[config.mk]
export PLATFORM = sky130hd
export DESIGN_NAME = delay_pulse_timer
export DESIGN_NICKNAME = d
export VERILOG_FILES = /design/src/delay_pulse_timer.v /design/src/line_sync.v /design/src/us_tick.v
export VERILOG_INCLUDE_DIRS = /design/src /design/src/src
export SDC_FILE = /design/constraint.sdc
export NUM_CORES = 1
export LEC_CHECK = 0
export ABC_AREA = 1
export BUFFER_PORTS_ARGS = -buffer_cell sky130_fd_sc_hd__buf_2
export CORE_AREA = 3 3 145 147
export CTS_CLUSTER_SIZE = 40
export DETAILED_ROUTE_END_ITERATION = 8
export DIE_AREA = 0 0 148 150
export PLACE_DENSITY = 0.57
export REMOVE_ABC_BUFFERS = 1
export SETUP_SLACK_MARGIN = 0.02
export SLEW_MARGIN = 30
export SYNTH_ARGS = -nofsm -noshare
export SYNTH_HDL_FRONTEND = slang
export SYNTH_HIERARCHICAL = 1
export SYNTH_SLANG_ARGS = --single-unit
[constraint.sdc]
create_clock -name clk -period 9.87 [get_ports clk]
set_clock_uncertainty 0.05 [all_clocks]
set_input_delay 1.974 -clock clk [delete_from_list [all_inputs] [get_ports clk]]
set_output_delay 1.974 -clock clk [all_outputs]
set_load 0.05 [all_outputs]
[src/timer_consts.vh]
// Notes on behaviour
// - line output can carry the timer signal
// - origin off: timer never starts
// - sources: exposure, readout, external line
// - external line selected drives timer source
// - rising mode starts on low-to-high
// - falling mode starts on high-to-low
// - level-high: output high while source high
// - level-low: output high while source low
// - edge modes: pulse lasts programmed length
// - start delay before output may assert
// - restart clears delay and pulse, resumes
// - trigger, then delay, then follow level
// - exposure signal high during each exposure
// - inversion flips routed line signal
`ifndef TIMER_CONSTS_VH
`define TIMER_CONSTS_VH

// ==========================================
// register offsets (byte addresses)
`define REG_CTRL 8'h00
`define REG_DELAY 8'h04
`define REG_LENGTH 8'h08
`define REG_RESTART 8'h0C
`define REG_STATUS 8'h10
`define REG_COUNT 8'h14

// ==========================================
// control register fields
`define CTRL_W 9
`define CTRL_ORIGIN 1:0
`define CTRL_MODE 3:2
`define CTRL_LINE_SEL 6:4
`define CTRL_INVERT 7
`define CTRL_USER_VAL 8
`define RESTART_BIT 0

// ==========================================
// status register fields
`define STAT_OUT 0
`define STAT_STATE 2:1
`define STAT_SRC 3
`define STAT_LINE 4

// ==========================================
// reset values
`define CTRL_RST 9'h000
`define DELAY_RST 26'h000_0000
`define LENGTH_RST 26'h000_0001
`define DATA_ZERO 32'h0000_0000

// ==========================================
// trigger origins
`define ORIGIN_OFF 2'h0
`define ORIGIN_EXPOSURE 2'h1
`define ORIGIN_READOUT 2'h2
`define ORIGIN_LINE 2'h3

// ==========================================
// trigger polarity modes
`define MODE_RISE 2'h0
`define MODE_FALL 2'h1
`define MODE_HIGH 2'h2
`define MODE_LOW 2'h3

// ==========================================
// output line sources
`define LINE_OFF 3'h0
`define LINE_EXPOSURE 3'h1
`define LINE_READOUT 3'h2
`define LINE_USER 3'h3
`define LINE_TIMER 3'h4

// ==========================================
// timing: 60,000,000 us ceiling for delay and length
`define TIME_MAX_US 26'h393_8700
`define TIME_W 26
`define CLK_PERIOD_NS 10
`define TICK_PERIOD_NS 1000
`define TICK_CYCLES ((`TICK_PERIOD_NS + `CLK_PERIOD_NS - 1) / `CLK_PERIOD_NS)
`define TICK_W 8

`endif

[src/delay_pulse_timer.v]
`timescale 1ns/100ps
`include "timer_consts.vh"

// ==========================================
// triggered delay and pulse timer with line routing
module delay_pulse_timer #(
    parameter TIME_W = `TIME_W,
    parameter TICK_CYCLES = `TICK_CYCLES,
    parameter TICK_W = `TICK_W
) (
    input wire clk,
    input wire rst_b,
    input wire clk_en,
    input wire [7:0] addr,
    input wire [31:0] wdata,
    input wire wr,
    input wire rd,
    output reg [31:0] rdata,
    input wire exposure_window_signal,
    input wire readout_window_signal,
    input wire external_input_line,
    output reg timer_output,
    output reg line_out
);

    // ==========================================
    // states
    localparam [1:0] IDLE = 2'b00;
    localparam [1:0] DELAY = 2'b01;
    localparam [1:0] PULSE = 2'b10;
    localparam [1:0] FOLLOW = 2'b11;

    localparam [TIME_W-1:0] TIME_MAX = `TIME_MAX_US;
    localparam [TIME_W-1:0] TIME_ONE = {{(TIME_W-1){1'b0}}, 1'b1};
    localparam [TIME_W-1:0] TIME_ZERO = {TIME_W{1'b0}};

    // ==========================================
    // functions

    // true when one more tick finishes the interval
    function reached;
        input [TIME_W-1:0] count;
        input [TIME_W-1:0] target;
        begin
            reached = ({1'b0, count} + {{TIME_W{1'b0}}, 1'b1}) >= {1'b0, target};
        end
    endfunction

    // out-of-range writes saturate instead of wrapping
    function [TIME_W-1:0] clamp_time;
        input [31:0] value;
        input [TIME_W-1:0] floor;
        begin
            if (value > {{(32 - TIME_W){1'b0}}, TIME_MAX}) begin
                clamp_time = TIME_MAX;
            end else if (value[TIME_W-1:0] < floor) begin
                clamp_time = floor;
            end else begin
                clamp_time = value[TIME_W-1:0];
            end
        end
    endfunction

    // ==========================================
    // configuration registers
    reg [`CTRL_W-1:0] ctrl;
    reg [TIME_W-1:0] start_delay;
    reg [TIME_W-1:0] pulse_length;
    reg timer_restart;

    wire [1:0] trigger_origin_select = ctrl[`CTRL_ORIGIN];
    wire [1:0] trigger_polarity_mode = ctrl[`CTRL_MODE];
    wire [2:0] line_output_select = ctrl[`CTRL_LINE_SEL];
    wire output_polarity_invert = ctrl[`CTRL_INVERT];
    wire user_output_value = ctrl[`CTRL_USER_VAL];

    wire wr_ctrl = wr && (addr == `REG_CTRL);
    wire wr_delay = wr && (addr == `REG_DELAY);
    wire wr_length = wr && (addr == `REG_LENGTH);
    wire wr_restart = wr && (addr == `REG_RESTART) && wdata[`RESTART_BIT];

    always @(posedge clk) begin
        if (!rst_b) begin
            ctrl <= `CTRL_RST;
            start_delay <= `DELAY_RST;
            pulse_length <= `LENGTH_RST;
            timer_restart <= 1'b0;
        end else if (clk_en) begin
            timer_restart <= wr_restart;
            if (wr_ctrl) begin
                ctrl <= wdata[`CTRL_W-1:0];
            end
            if (wr_delay) begin
                start_delay <= clamp_time(wdata, TIME_ZERO);
            end
            if (wr_length) begin
                pulse_length <= clamp_time(wdata, TIME_ONE);
            end
        end
    end

    // ==========================================
    // source selection

    // the camera signals share this clock; only the pin needs syncing
    wire ext_line_sync;

    line_sync u_line_sync (
        .clk(clk),
        .rst_b(rst_b),
        .clk_en(clk_en),
        .async_in(external_input_line),
        .sync_out(ext_line_sync)
    );

    reg src_level;
    reg src_enabled;

    always @* begin
        src_level = 1'b0;
        src_enabled = 1'b1;
        case (trigger_origin_select)
            `ORIGIN_EXPOSURE: begin
                src_level = exposure_window_signal;
            end
            `ORIGIN_READOUT: begin
                src_level = readout_window_signal;
            end
            `ORIGIN_LINE: begin
                src_level = ext_line_sync;
            end
            default: begin
                src_enabled = 1'b0;
            end
        endcase
    end

    // ==========================================
    // trigger detection
    reg src_prev;

    always @(posedge clk) begin
        if (!rst_b) begin
            src_prev <= 1'b0;
        end else if (clk_en) begin
            src_prev <= src_level;
        end
    end

    wire rise = src_level && !src_prev;
    wire fall = !src_level && src_prev;
    wire level_mode = trigger_polarity_mode[1];

    // level modes count low as active when polarity says so
    wire src_active = (trigger_polarity_mode == `MODE_LOW) ? !src_level : src_level;

    reg trigger;

    always @* begin
        trigger = 1'b0;
        case (trigger_polarity_mode)
            `MODE_RISE: begin
                trigger = rise;
            end
            `MODE_FALL: begin
                trigger = fall;
            end
            `MODE_HIGH: begin
                trigger = src_level;
            end
            `MODE_LOW: begin
                trigger = !src_level;
            end
            default: begin
                trigger = 1'b0;
            end
        endcase
    end

    // ==========================================
    // time base
    reg [1:0] state;
    wire tick;
    wire start = (state == IDLE) && src_enabled && trigger;

    us_tick #(
        .CYCLES(TICK_CYCLES),
        .W(TICK_W)
    ) u_us_tick (
        .clk(clk),
        .rst_b(rst_b),
        .clk_en(clk_en),
        .restart(start || timer_restart),
        .tick(tick)
    );

    // ==========================================
    // timer sequencing
    reg [1:0] next_state;
    reg [TIME_W-1:0] count;
    reg [TIME_W-1:0] next_count;
    reg next_timer_output;

    // the phase after the delay depends on the mode
    wire [1:0] after_delay = level_mode ? FOLLOW : PULSE;

    always @* begin
        next_state = state;
        next_count = count;
        case (state)
            IDLE: begin
                next_count = TIME_ZERO;
                if (start) begin
                    if (start_delay == TIME_ZERO) begin
                        next_state = after_delay;
                    end else begin
                        next_state = DELAY;
                    end
                end
            end
            DELAY: begin
                // edges here are dropped, not queued
                if (tick) begin
                    if (reached(count, start_delay)) begin
                        next_state = after_delay;
                        next_count = TIME_ZERO;
                    end else begin
                        next_count = count + TIME_ONE;
                    end
                end
            end
            PULSE: begin
                if (tick) begin
                    if (reached(count, pulse_length)) begin
                        next_state = IDLE;
                        next_count = TIME_ZERO;
                    end else begin
                        next_count = count + TIME_ONE;
                    end
                end
            end
            FOLLOW: begin
                if (!src_active) begin
                    next_state = IDLE;
                end
            end
            default: begin
                next_state = IDLE;
                next_count = TIME_ZERO;
            end
        endcase
        if (!src_enabled || timer_restart) begin
            next_state = IDLE;
            next_count = TIME_ZERO;
        end
    end

    always @* begin
        case (next_state)
            PULSE: begin
                next_timer_output = 1'b1;
            end
            FOLLOW: begin
                next_timer_output = src_active;
            end
            default: begin
                next_timer_output = 1'b0;
            end
        endcase
    end

    always @(posedge clk) begin
        if (!rst_b) begin
            state <= IDLE;
            count <= TIME_ZERO;
            timer_output <= 1'b0;
        end else if (clk_en) begin
            state <= next_state;
            count <= next_count;
            timer_output <= next_timer_output;
        end
    end

    // ==========================================
    // output line routing
    reg routed;
    reg next_line_out;

    always @* begin
        routed = 1'b0;
        case (line_output_select)
            `LINE_EXPOSURE: begin
                routed = exposure_window_signal;
            end
            `LINE_READOUT: begin
                routed = readout_window_signal;
            end
            `LINE_USER: begin
                routed = user_output_value;
            end
            `LINE_TIMER: begin
                routed = timer_output;
            end
            default: begin
                routed = 1'b0;
            end
        endcase
        // a disabled line stays low, inversion or not
        if (line_output_select == `LINE_OFF) begin
            next_line_out = 1'b0;
        end else begin
            next_line_out = routed ^ output_polarity_invert;
        end
    end

    always @(posedge clk) begin
        if (!rst_b) begin
            line_out <= 1'b0;
        end else if (clk_en) begin
            line_out <= next_line_out;
        end
    end

    // ==========================================
    // register read port
    reg [31:0] next_rdata;

    always @* begin
        next_rdata = `DATA_ZERO;
        if (rd) begin
            case (addr)
                `REG_CTRL: begin
                    next_rdata[`CTRL_W-1:0] = ctrl;
                end
                `REG_DELAY: begin
                    next_rdata[TIME_W-1:0] = start_delay;
                end
                `REG_LENGTH: begin
                    next_rdata[TIME_W-1:0] = pulse_length;
                end
                `REG_STATUS: begin
                    next_rdata[`STAT_OUT] = timer_output;
                    next_rdata[`STAT_STATE] = state;
                    next_rdata[`STAT_SRC] = src_level;
                    next_rdata[`STAT_LINE] = line_out;
                end
                `REG_COUNT: begin
                    next_rdata[TIME_W-1:0] = count;
                end
                default: begin
                    next_rdata = `DATA_ZERO;
                end
            endcase
        end
    end

    // data stands for one cycle only, zero otherwise
    always @(posedge clk) begin
        if (!rst_b) begin
            rdata <= `DATA_ZERO;
        end else if (clk_en) begin
            rdata <= next_rdata;
        end
    end

endmodule

[src/line_sync.v]
`timescale 1ns/100ps
// ==========================================
// two-stage synchroniser for an outside pin
module line_sync (
    input wire clk,
    input wire rst_b,
    input wire clk_en,
    input wire async_in,
    output wire sync_out
);
    reg stage_a;
    reg stage_b;

    always @(posedge clk) begin
        if (!rst_b) begin
            stage_a <= 1'b0;
            stage_b <= 1'b0;
        end else if (clk_en) begin
            stage_a <= async_in;
            stage_b <= stage_a;
        end
    end

    assign sync_out = stage_b;
endmodule

[src/us_tick.v]
`timescale 1ns/100ps
// ==========================================
// microsecond time base
module us_tick #(
    parameter CYCLES = 100,
    parameter W = 8
) (
    input wire clk,
    input wire rst_b,
    input wire clk_en,
    input wire restart,
    output wire tick
);
    localparam [31:0] LAST_FULL = CYCLES - 1;
    localparam [W-1:0] LAST = LAST_FULL[W-1:0];
    localparam [W-1:0] ONE = {{(W-1){1'b0}}, 1'b1};
    reg [W-1:0] cnt;

    // restart realigns the base so a delay is whole microseconds from the trigger
    always @(posedge clk) begin
        if (!rst_b) begin
            cnt <= {W{1'b0}};
        end else if (clk_en) begin
            if (restart || cnt == LAST) begin
                cnt <= {W{1'b0}};
            end else begin
                cnt <= cnt + ONE;
            end
        end
    end

    assign tick = clk_en && !restart && (cnt == LAST);
endmodule

# Yosys cells after proc, flatten, opt, wreduce, memory -nomap -nowiden
# Index checks and enable logic that the tools add are counted.
[totals] regBits=135 input_bits=48 output_inout_bits=34 wordCells=106
[op_classes] n_addsub=3 n_lt_le_gt_ge=5 eq_ne=23 n_mux=32 bitwise_logic=1 n_reduce_logical=29
[op_table] op="$mux W26" count=10
[op_table] op="$pmux W26 S3" count=1
[op_table] op="$ge A27 B26 Y1" count=2
[op_table] op="$lt A26 B1 Y1 const B" count=2
[op_table] op="$pmux W17 S3" count=1
[op_table] op="$gt A32 B26 Y1 const B" count=1
[op_table] op="$add A26 B1 Y27 const B" count=1
[op_table] op="$add A26 B1 Y26 const B" count=1
[op_table] op="$logic_not A26 Y1" count=1
[op_table] op="$pmux W5 S5" count=1
[op_table] op="$eq A2 B2 Y1 const B" count=8
[op_table] op="$eq A8 B4 Y1 const B" count=2
[op_table] op="$eq A8 B5 Y1 const B" count=2
[op_table] op="$mux W2" count=8
[op_table] op="$pmux W4 S4" count=1
[op_table] op="$logic_and A1 B1 Y1" count=11
[op_table] op="$add A8 B1 Y8 const B" count=1
[op_table] op="$eq A8 B3 Y1 const B" count=1
[op_table] op="$eq A8 B7 Y1 const B" count=1
[op_table] op="$logic_not A8 Y1" count=1
[op_table] op="$mux W8" count=1
[op_table] op="$pmux W1 S4" count=2
[op_table] op="$pmux W2 S4" count=1
[op_table] op="$eq A2 B1 Y1 const B" count=3
[op_table] op="other kinds (16)" count=29

# Longest topological paths before layout
# Gate-level depths: netlist of run 1.
[logic_depth] word_depth=15 mapped_depth=27 depth_no_buf=27

# Modules after synthesis
# Netlist of run 1, hierarchy kept.
[by_module_without_submodules] module="delay_pulse_timer" n_inst=1 cells_each=1084 area_each_um2=7380.8 seq_area_each_um2=2382.3
[by_module_without_submodules] module="us_tick" n_inst=1 cells_each=62 area_each_um2=429.2 seq_area_each_um2=160.2
[by_module_without_submodules] module="line_sync" n_inst=1 cells_each=12 area_each_um2=80.1 seq_area_each_um2=40.0

# Worst setup path after synthesis of run 1
# Ideal clock, no wire load.
[synth_timing] path_type="in2reg" start="in readout_window_signal" end="reg count[5]" setup_ns=0.070 arrival_time_ns=4.270 t_required_ns=9.750 slack_ns=5.479 stages=18 cell_sequence="inv_1 o21ai_0 nand2_1 o211ai_1 o31ai_1 nand2_1 inv_1 or2_2 nor2_1 inv_1 nand2_1 o221ai_1 a21oi_1 nand3_1 a21oi_4 buf_6 nand2_1 a21oi_1"
[synth_via] elab_chain_len=11 elab_cells_between_ends=13 classes_between="eq/ne (2); mux (2); reduce/logical (9)"
[synth_rtl] element="from (decl)" line="delay_pulse_timer.v:20" source="input wire readout_window_signal,"
[synth_rtl] element="$pmux W1 S3 *" line="delay_pulse_timer.v:122" source="case (trigger_origin_select)"
[synth_rtl] element="$logic_not A1 Y1" line="delay_pulse_timer.v:151, delay_pulse_timer.v:172"
[synth_rtl] element="$logic_and A1 B1 Y1" line="delay_pulse_timer.v:151" source="wire fall = !src_level && src_prev;"
[synth_rtl] element="$pmux W1 S4 *" line="delay_pulse_timer.v:161" source="case (trigger_polarity_mode)"
[synth_rtl] element="$logic_and A1 B1 Y1 *" line="delay_pulse_timer.v:184" source="wire start = (state == IDLE) && src_enabled && trigger;"
[synth_rtl] element="$logic_or A1 B1 Y1 *" line="delay_pulse_timer.v:193" source=".restart(start || timer_restart),"
[synth_rtl] element="$logic_not A1 Y1 *" line="us_tick.v:32" source="assign tick = clk_en && !restart && (cnt == LAST);"
[synth_rtl] element="$logic_and A1 B1 Y1 * (2 in a row)" line="us_tick.v:32"
[synth_rtl] element="via tick" line="delay_pulse_timer.v:183" source="wire tick;"
[synth_rtl] element="$ne A3 B3 Y1 (no line)"
[synth_rtl] element="$reduce_and A4 Y1 (no line) *"
[synth_rtl] element="to (signal assigned)" line="delay_pulse_timer.v:279" source="count <= next_count;"
[synth_rtl] element="to (decl)" line="delay_pulse_timer.v:200" source="reg [TIME_W-1:0] count;"
# Mark *: on every way through the listed nets, which the timed path passes. The rest lies on a longest branch.
# A chain may end at the register's enable or synchronous reset.

# Worst setup path after layout of run 1
[layout_timing] start="in readout_window_signal" end="reg count[13]"
# Same word-level chain as after synthesis.

==> run_results.csv, run 1 <==
group,metric,value,unit
run_status,outcome,"completed",
setup_path,crit_type,"primary input to flip-flop",
route,drtIter0Drc,524,
global_route,grt_usage,0.224,
die,die_y,150,µm
sta,setup_viol,0,
synthesis,synth_top_area_cell,"dfxtp_1",
clock_tree,cts_sinks,129,
cells_and_area,utilization,0.456,
setup_path,cp.required,10.16,ns
sta,fin_tns_setup,0,ns
synthesis,post-synth-top-count-cell,"nand2_1",
setup_path,cp_slowest_cell,"a21oi_4",
sta,grt_setup_unrepaired,"no",
die,fp-row-count,52,
sta,hold_violations,0,
setup_path,cp_num_buf_inv,4,
setup_path,reg2reg_slack,5.60,ns
setup_path,critPathCaptureType,"flip-flop",
synthesis,ys_ff_latch,129,
sta,fin_crit_sh,0.499,
sta,whs,0.408,ns
route,ant_nets,0,
clock_tree,cts_buffers,17,
hold_path,hp-class,"flip-flop to flip-flop",
global_route,overflow,0,
clock_tree,post_cts.repair.setup_buffers,0,
route,wl_per_cell,16.3,µm
placed_design,numPortBuffers,75,
global_route,grt_pass1_wl,39.3,mm
clock_tree,clock_latency,0.43,ns
synthesis,synth_enable_flop_cells,0,
clock_tree,hold_buffers,0,
clock_tree,cts-root-buf,"clkbuf_16",
sta,fin_crit,4.92,ns
placed_design,gp_congestion,0.871,
clock_tree,htreeDepth,4,
clock_tree,clk_path_buf_depth,2,
setup_path,path_cells,"buf_2 -> inv_1 -> o21ai_0 -> nand2_1 -> o211ai_1 -> o31ai_1 -> nand2_1 -> inv_1 -> or2_2 -> nor2_1 -> inv_1 -> nand2_1 -> o221ai_1 -> a21oi_1 -> nand3_1 -> a21oi_4 -> nand2_1 -> a21oi_1",
synthesis,synth_warnings,6,
cells_and_area,stdcell_count,1499,
route,firstDrtPassIters,6,
synthesis,synth_cells,1158,
synthesis,yosys-top-cells-area,"dfxtp_1 (33%), nand2_1 (13%), ha_1 (9.4%)",
setup_path,arrival,5.22,ns
clock_tree,cts_tree,"yes",
die,initial_core_util,0.394,
power,irDropWorstVdd,113,µV
cells_and_area,final_cell_area,0.00914,mm²
setup_path,critPathLaunchType,"primary input",
placed_design,dp_hpwl,17.5,mm
clock_tree,clk_pin_slew,0.06,ns
global_route,grt_antenna_before_repair,0,
cells_and_area,nNetsFinal,1323,
global_route,grt_max_degree,80,
sta,max_freq,203,MHz
clock_tree,cts_resized,0,
placed_design,placed_cell_area,0.00848,mm²
synthesis,synth_top_area_share,0.327,
route,num_vias,7757,
cells_and_area,syn2layout_area_growth,15.9,%
power,p_leak,3.76,nW
setup_path,timing.critical_path.mode_cell,"nand2_1",
die,pin_count,82,
die,die-area,0.0222,mm²
flow_run,drv_cap,0,
sta,tightest_slew,0.993,ns
synthesis,synth-main-ff-cell,"dfxtp_1",
power,power_density,140,mW/mm²
synthesis,ys_top_cells_by_count,"nand2_1 (282), inv_1 (144), dfxtp_1 (129)",
setup_path,worstPathMaxFanout,26,
global_route,grt_pass1_vias,7284,
synthesis,syn_area,0.00789,mm²
route,drc,0,
die,core_area,0.0200,mm²
placed_design,dp_cells,1467,
route,totalWireLength,24.5,mm
synthesis,post_synth.cell_area_avg,6.81,µm²
cells_and_area,diodes,0,
sta,maxSlewViolCount,0,
cells_and_area,drive_above_1_share,0.124,
synthesis,synthDistinctLibCells,50,
synthesis,async_flop_share,0,
setup_path,critical-path-top-delay-family,"compound AO/OA/AOI/OAI gates",
synthesis,yosysSeqAreaShare,0.327,
setup_path,crit_path_max_incr_delay,0.65,ns
die,fp.dieW,148,µm
sta,slew_headroom,0.337,
route,vias_per_cell,5.17,
-- layer usage --
| layer | GRT usage | vias up | part of all wire |
|---|---|---|---|
| met5 | 0 | - | 0 |
| met4 | 0.0748 | 0 | 0.021 |
| met3 | 0.0330 | 42 | 0.052 |
| met2 | 0.363 | 246 | 0.45 |
| met1 | 0.308 | 3540 | 0.48 |
| li1 | - | 3929 | - |
-- cells by family after synthesis --
logic type,after synthesis,share of synthesized area
AO/OA/AOI/OAI,260,0.183
flip-flops,129,0.327
multiplexers,1,0.00127
AND/OR/NAND/NOR,484,0.266
buffers and inverters,198,0.100
other,1,0.000475
adder cells (fa/ha/maj),59,0.0936
XOR/XNOR,26,0.0289
-- worst register-to-register path, stage by stage (launching register included) --
cell and delay [ns]:
dfxtp_1 0.48, ha_1 0.22, nand2_1 0.07, inv_1 0.08
nand3_1 0.21, nor2_4 0.22, nand2_1 0.19, nor4_4 0.28
nand2_1 0.11, xor2_1 0.16, inv_1 0.10, ha_1 0.30
a21oi_1 0.16, o21ai_0 0.15, nand2_1 0.08, nand2_1 0.06
nor2_1 0.14, nand3_1 0.14, a21oi_4 0.66, nand2_1 0.14
a21oi_1 0.19
-- power by group --
| part | switching [mW] | internal (mW) | leakage [nW] |
|---|---|---|---|
| Clock | 0.245 | 0.457 | 0.313 |
| Sequential | 0.00180 | 0.523 | 1.04 |
| Combinational | 0.0426 | 0.0147 | 2.40 |
-- sequential cells by signal, summed over array words and instances, names as in the netlist --
signal / flops
count: 26
ctrl: 9
line_out: 1
pulse_length: 26
rdata: 26
src_prev: 1
start_delay: 26
state: 2
timer_output: 1
timer_restart: 1
u_line_sync/stage_a: 1
u_line_sync/sync_out: 1
u_us_tick/cnt: 8
-- layout make-up --
| class | instances | area (µm²) |
|---|---|---|
| clock inverter | 8 | 149 |
| clock buffer | 24 | 502 |
| sequential | 129 | 2580 |
| inverter | 153 | 574 |
| multi-input combinational | 836 | 4570 |
| fill | 2152 | 10900 |
| tap | 270 | 338 |
| timing repair buffer | 79 | 425 |
-- cells in the final DEF (no fill, tap or decap), drive strengths merged, types with 2 or more instances in the layout --
master,Yosys,final
nand3b,3,3
nor4,13,13
o2111ai,3,3
bufinv,0,4
nor2,104,104
conb,1,6
a31oi,16,16
xor2,24,24
clkinv,1,3
inv,152,152
nand2,289,289
buf,15,79
o221ai,9,9
clkbuf,30,24
nand3,42,42
clkinvlp,0,2
a21oi,129,129
ha,59,59
o22ai,18,18
o211ai,4,4
xnor2,2,2
nor3,12,12
dfxtp,129,129
or2,4,4
nand4,15,15
a21boi,2,2
o21ai,73,73
-- metrics by stage --
| stage | worst slack [ns] | power [mW] |
|---|---|---|
| 2_1_floorplan | 5.35 | 0.562 |
| 3_3_place_gp | 4.54 | 0.592 |
| 3_5_place_dp | 4.61 | 0.593 |
| 4_1_cts | 5.02 | 1.29 |
| 5_1_grt | 4.70 | 1.32 |
| 6_report | 4.95 | 1.28 |
-- final timing paths --
kind / from / endpoint / cells after the start
worst max-delay path: readout_window_signal / count[13]$_SDFFE_PN0P_ / 18
worst min-delay path: rdata[0]$_SDFFE_PN0P_ / rdata[0]$_SDFFE_PN0P_ / 2
worst max register to register: count[0]$_SDFFE_PN0P_ / count[13]$_SDFFE_PN0P_ / 20
worst min register to register: rdata[0]$_SDFFE_PN0P_ / rdata[0]$_SDFFE_PN0P_ / 2
No activity file was read; power rests on OpenSTA's default activity.
==> inputs of run 2 (changes only) <==
- ABC_AREA: 1 -> 0
- CORE_AREA: 3 3 145 147 -> 3 3 143 145
- DIE_AREA: 0 0 148 150 -> 0 0 146 148
- clock period: 9.87 -> 4.6 ns (I/O delays scaled with it)
==> run_results.csv, run 2 <==
group,metric,value,unit
clock_tree,cts_sinks,129,
synthesis,ys_top_cells_by_count,"dfxtp_1 (129), nor2_1 (107), nand2_1 (75)",
route,drtIter0Drc,627,
global_route,grt_max_degree,61,
sta,grt_setup_unrepaired,"no",
cells_and_area,utilization,0.460,
synthesis,yosys.area_share.simple,0.217,
die,pin_count,82,
setup_path,worstPathMaxFanout,8,
setup_path,cp.required,4.89,ns
placed_design,dp_hpwl,17.5,mm
die,fp.dieW,146,µm
synthesis,post_synth.cell_area_avg,8.30,µm²
clock_tree,htreeDepth,4,
synthesis,yosys-top-cells-area,"dfxtp_1 (34%), ha_1 (9.6%), nor2_1 (5.2%)",
placed_design,dp_cells,1232,
route,totalWireLength,24.2,mm
clock_tree,clock_latency,0.43,ns
synthesis,synth_enable_flop_cells,0,
clock_tree,clk_pin_slew,0.06,ns
global_route,overflow,0,
die,fp-row-count,51,
route,wl_per_cell,19.1,µm
power,p_sw_frac,0.235,
power,p_total,2.64,mW
cells_and_area,final_common_cell,"dfxtp_1",
placed_design,gp_congestion,0.914,
sta,tightest_slew,0.944,ns
clock_tree,cts_buffers,17,
sta,maxSlewViolCount,0,
flow_run,drv_cap,0,
die,die-area,0.0216,mm²
synthesis,synth_top_area_share,0.338,
synthesis,async_flop_share,0,
sta,hold_violations,0,
sta,setup_viol,0,
cells_and_area,diodes,0,
sta,layout_setup_ws,0.354,ns
cells_and_area,n_fill_cell,1926,
sta,slew_headroom,0.371,
synthesis,yosysSeqAreaShare,0.338,
power,p_int,2.02,mW
cells_and_area,drive_above_1_share,0.162,
sta,fin_crit_sh,0.923,
synthesis,synth_cells,922,
route,drc,0,
synthesis,synth_warnings,6,
synthesis,synth_compound_area_frac,0.219,
die,initial_core_util,0.396,
cells_and_area,seq_area,0.00258,mm²
hold_path,hp-class,"flip-flop to flip-flop",
cells_and_area,multi_input_area,0.00463,mm²
power,power_switching,0.622,mW
power,power_density,297,mW/mm²
route,ant_nets,0,
synthesis,syn_area,0.00765,mm²
synthesis,synthDistinctLibCells,71,
power,p_comb_frac,0.044,
cells_and_area,syn2layout_area_growth,16.4,%
setup_path,critPathCaptureType,"flip-flop",
synthesis,synth_top_family_by_area,"compound AO/OA/AOI/OAI gates",
route,vias_per_cell,5.61,
global_route,grt_pass1_wl,38.6,mm
run_status,outcome,"completed",
global_route,grt_usage,0.227,
setup_path,crit_type,"flip-flop to flip-flop",
power,seqPwrFrac,0.426,
power,irDropWorstVdd,273,µV
route,firstDrtPassIters,5,
power,pwr-share-clk,0.530,
setup_path,arrival,4.53,ns
sta,fin_crit,4.25,ns
cells_and_area,nNetsFinal,1093,
global_route,grt_pass1_vias,6813,
die,die_y,148,µm
sta,fin_tns_setup,0,ns
cells_and_area,stdcell_count,1264,
power,p_leak,3.38,nW
synthesis,ys_ff_latch,129,
synthesis,synth_top_area_cell,"dfxtp_1",
synthesis,synth-main-ff-cell,"dfxtp_1",
global_route,grt_antenna_before_repair,0,
synthesis,synthMuxAreaShare,0.0329,
die,core_area,0.0193,mm²
sta,max_freq,236,MHz
placed_design,place_ws,0.280,ns
clock_tree,post_cts.repair.setup_buffers,0,
clock_tree,cts-root-buf,"clkbuf_16",
route,num_vias,7089,
synthesis,synthAdderAreaFrac,0.0965,
cells_and_area,mostFrequentLayoutCells,"dfxtp_1 (129), nor2_1 (106), nand2_1 (75), buf_2 (75), inv_1 (62)",
clock_tree,clk_path_buf_depth,2,
clock_tree,cts_tree,"yes",
synthesis,post-synth-top-count-cell,"dfxtp_1",
synthesis,synthXorXnorAreaFrac,0.0321,
setup_path,critPathLaunchType,"flip-flop",
placed_design,numPortBuffers,75,
## run 2: cell types whose count changed after synthesis, sizes merged, moves of 21 or more
| cell | before | now |
|---|---|---|
| nand2 | 289 | 75 |
| inv | 152 | 63 |
| a21oi | 129 | 50 |
| o21ai | 73 | 28 |
| a22oi | 1 | 30 |
| and2 | 0 | 27 |
| a222oi | 0 | 22 |
| a211oi | 1 | 22 |
## run 2: through the flow
stage                     hold slack (ns)  instance area, µm²
after floorplan                     0.394                7410
after global placement              0.399                8280
after detailed placement            0.405                8280
after CTS                           0.416                8880
after global routing                0.427                8900
final                               0.413                8900
## run 2: area by class of cell
| class | count | share of cell area |
|---|---|---|
| sequential | 129 | 0.290 |
| inverter | 63 | 0.0268 |
| clock buffer | 19 | 0.0497 |
| tap | 265 | 0.0372 |
| multi-input combinational | 681 | 0.520 |
| timing repair buffer | 94 | 0.0582 |
| clock inverter | 13 | 0.0181 |
## run 2: timing repair
action	CTS	global route
hold buffers	0	0
resized for setup	0	3
hold endpoints to repair	0	0
endpoints found under the setup margin	0	17
## run 2: logic make-up after synthesis
logic type | Yosys count
AO/OA/AOI/OAI | 226
multiplexers | 24
flip-flops | 129
buffers and inverters | 117
AND/OR/NAND/NOR | 338
XOR/XNOR | 28
adder cells (fa/ha/maj) | 59
other | 1
## run 2: path summary, 6_finish.rpt
path                                             from  slack, ns                   endpoint  cells after the start
worst max register to register  count[2]$_SDFFE_PN0P_       0.35  timer_output$_SDFFE_PN0P_                     16
worst max-delay path            count[2]$_SDFFE_PN0P_       0.35  timer_output$_SDFFE_PN0P_                     16
worst min-delay path            rdata[4]$_SDFFE_PN0P_       0.41      rdata[4]$_SDFFE_PN0P_                      2
worst min register to register  rdata[4]$_SDFFE_PN0P_       0.41      rdata[4]$_SDFFE_PN0P_                      2
## run 2: critical path, cell delays in order, from the launching register on
cell	delay, ns
dfxtp_1	0.48
and3_1	0.24
nand4_1	0.23
nor3_4	0.38
and2_1	0.24
nand2_1	0.08
and2_1	0.18
or2_2	0.31
ha_1	0.28
nand4_1	0.09
nor3_1	0.31
nand2_1	0.12
a21oi_1	0.29
o21ai_0	0.22
nor4b_2	0.32
nor3_1	0.07
a311oi_1	0.24
## run 2: per-layer routing
layer / GRT usage / up-vias / share of wire / routed length, µm
met5: 0 / - / 0 / 0
met4: 0.0748 / 0 / 0.022 / 540
met3: 0.0408 / 32 / 0.058 / 1410
met2: 0.346 / 195 / 0.44 / 10600
met1: 0.326 / 3368 / 0.48 / 11700
li1: - / 3494 / - / -
## run 2: power groups by stage
| stage | combinational, mW | clock (mW) | sequential [mW] |
|---|---|---|---|
| finish | 0.117 | 1.40 | 1.12 |
| floorplan | 0.0504 | 0 | 1.15 |
| CTS | 0.117 | 1.42 | 1.12 |
| detailed placement | 0.116 | 0 | 1.15 |
| global route | 0.126 | 1.47 | 1.12 |
| global placement | 0.116 | 0 | 1.15 |
==> inputs of run 3 (changes only) <==
- RECOVER_POWER: unset -> 50
==> run_results.csv, run 3 (same netlist as run 2, synthesis figures left out) <==
group,metric,value,unit
run_status,outcome,"complete, but fails checks",
run_status,failed_checks,"max-capacitance violations, max-slew violations",
placed_design,numPortBuffers,75,
clock_tree,cts_buffers,17,
clock_tree,hold_buffers,0,
global_route,grt_pass1_wl,38.6,mm
cells_and_area,final_common_cell,"dfxtp_1",
global_route,overflow,0,
cells_and_area,syn2layout_area_growth,15.3,%
global_route,grt_usage,0.227,
setup_path,rr_startpoint,"count[4]$_SDFFE_PN0P_",
setup_path,cp.required,4.88,ns
die,pin_count,82,
cells_and_area,utilization,0.456,
sta,setup_viol,0,
placed_design,dp_cells,1232,
setup_path,reg2reg_slack,0.33,ns
hold_path,hp-start,"rdata[4]$_SDFFE_PN0P_",
clock_tree,post_cts.repair.setup_buffers,0,
die,initial_core_util,0.396,
global_route,grt_antenna_before_repair,0,
sta,max_freq,234,MHz
setup_path,rr_endpoint,"timer_output$_SDFFE_PN0P_",
setup_path,worstPathMaxFanout,5,
route,vias_per_cell,5.62,
cells_and_area,nNetsFinal,1093,
setup_path,startpoint,"count[4]$_SDFFE_PN0P_",
placed_design,placed_cell_area,0.00828,mm²
route,num_vias,7108,
global_route,grt_max_degree,61,
die,fp.dieW,146,µm
cells_and_area,multi_input_area,0.00460,mm²
hold_path,holdPathEnd,"rdata[4]$_SDFFE_PN0P_",
cells_and_area,seq_area,0.00258,mm²
cells_and_area,drive_above_1_share,0.125,
flow_run,drv_cap,1,
cells_and_area,mostFrequentLayoutCells,"dfxtp_1 (129), nor2_1 (107), nand2_1 (75)",
sta,fin_tns_setup,0,ns
clock_tree,clk_pin_slew,0.06,ns
sta,maxSlewViolCount,37,
global_route,grt_pass1_vias,6813,
setup_path,critPathCaptureType,"flip-flop",
hold_path,holdPathStages,2,
power,p_leak,3.23,nW
route,ant_nets,0,
setup_path,arrival,4.55,ns
setup_path,crit_type,"flip-flop to flip-flop",
clock_tree,cts-root-buf,"clkbuf_16",
clock_tree,htreeDepth,4,
setup_path,r2r_cells,16,
route,firstDrtPassIters,7,
clock_tree,clk_path_buf_depth,2,
sta,hold_violations,0,
sta,slew_headroom,-0.264,
sta,grt_setup_unrepaired,"no",
setup_path,critPathLaunchType,"flip-flop",
route,totalWireLength,24.3,mm
sta,tightest_slew,1.90,ns
placed_design,dp_hpwl,17.5,mm
cells_and_area,diodes,0,
sta,fin_crit_sh,0.929,
die,fp-row-count,51,
route,drc,0,
clock_tree,cts_sinks,129,
die,die-area,0.0216,mm²
clock_tree,cts_resized,0,
die,die_y,148,µm
cells_and_area,final_cell_area,0.00882,mm²
cells_and_area,n_fill_cell,1934,
route,drtIter0Drc,641,
clock_tree,clock_latency,0.43,ns
power,irDropWorstVdd,269,µV
clock_tree,cts_tree,"yes",
die,core_area,0.0193,mm²
hold_path,hp-class,"flip-flop to flip-flop",
route,wl_per_cell,19.2,µm
sta,fin_crit,4.27,ns
cells_and_area,stdcell_count,1264,
power,power_density,299,mW/mm²
placed_design,gp_congestion,0.914,
-- run 3: cell types whose count changed in the layout (fill, tap and decap cells not counted), sizes merged --
cell / change
buf: -33
clkbuf: +33
-- run 3: where the power goes --
| part | switching, mW | total (mW) | leakage [nW] | internal [mW] |
|---|---|---|---|---|
| Clock | 0.534 | 1.40 | 0.285 | 0.866 |
| Sequential | 0.00366 | 1.12 | 1.04 | 1.12 |
| Combinational | 0.0833 | 0.116 | 1.90 | 0.0322 |
-- run 3: worst max-delay path by stage --
stage	end	slack, ns	cells after the start
6_report	timer_output$_SDFFE_PN0P_	0.33	16
5_1_grt	timer_output$_SDFFE_PN0P_	0.01	15
4_1_cts	timer_output$_SDFFE_PN0P_	0.22	16
3_5_place_dp	count[11]$_SDFFE_PN0P_	0.28	17
3_3_place_gp	timer_output$_SDFFE_PN0P_	0.18	15
2_1_floorplan	count[13]$_SDFFE_PN0P_	0.69	16
-- run 3: metrics by stage --
stage / worst slack (ns) / hold WS [ns] / power [mW]
2_1_floorplan: 0.687 / 0.394 / 1.20
3_3_place_gp: 0.178 / 0.399 / 1.26
3_5_place_dp: 0.280 / 0.405 / 1.27
4_1_cts: 0.223 / 0.416 / 2.66
5_1_grt: 0.0127 / 0.429 / 2.72
6_report: 0.328 / 0.416 / 2.64
-- run 3: final cells by class --
type / count / area share
clock buffers: 19 / 0.0502
well taps: 265 / 0.0376
clock inverters: 13 / 0.0183
multi-input cells: 681 / 0.521
repair buffers: 94 / 0.0529
flip-flops and latches: 129 / 0.293
inverters: 63 / 0.0271
-- run 3: critical path: stages (launching register included) --
cell and delay [ns]:
dfxtp_1 0.48, and3_1 0.24, nand4_1 0.24, nor3_4 0.38, and2_1 0.24, nand2_1 0.08, and2_1 0.18, or2_2 0.31
ha_1 0.28, nand4_1 0.09, nor3_1 0.31, nand2_1 0.12, a21oi_1 0.30, o21ai_0 0.23, nor4b_2 0.32, nor3_1 0.07
a311oi_1 0.24
-- run 3: metal layers --
layer / track usage / share of wire / wire [µm] / vias up
li1: - / - / - / 3491
met1: 0.326 / 0.49 / 11800 / 3368
met2: 0.346 / 0.44 / 10700 / 217
met3: 0.0408 / 0.053 / 1290 / 32
met4: 0.0748 / 0.020 / 476 / 0
met5: 0 / 0 / 0 / -
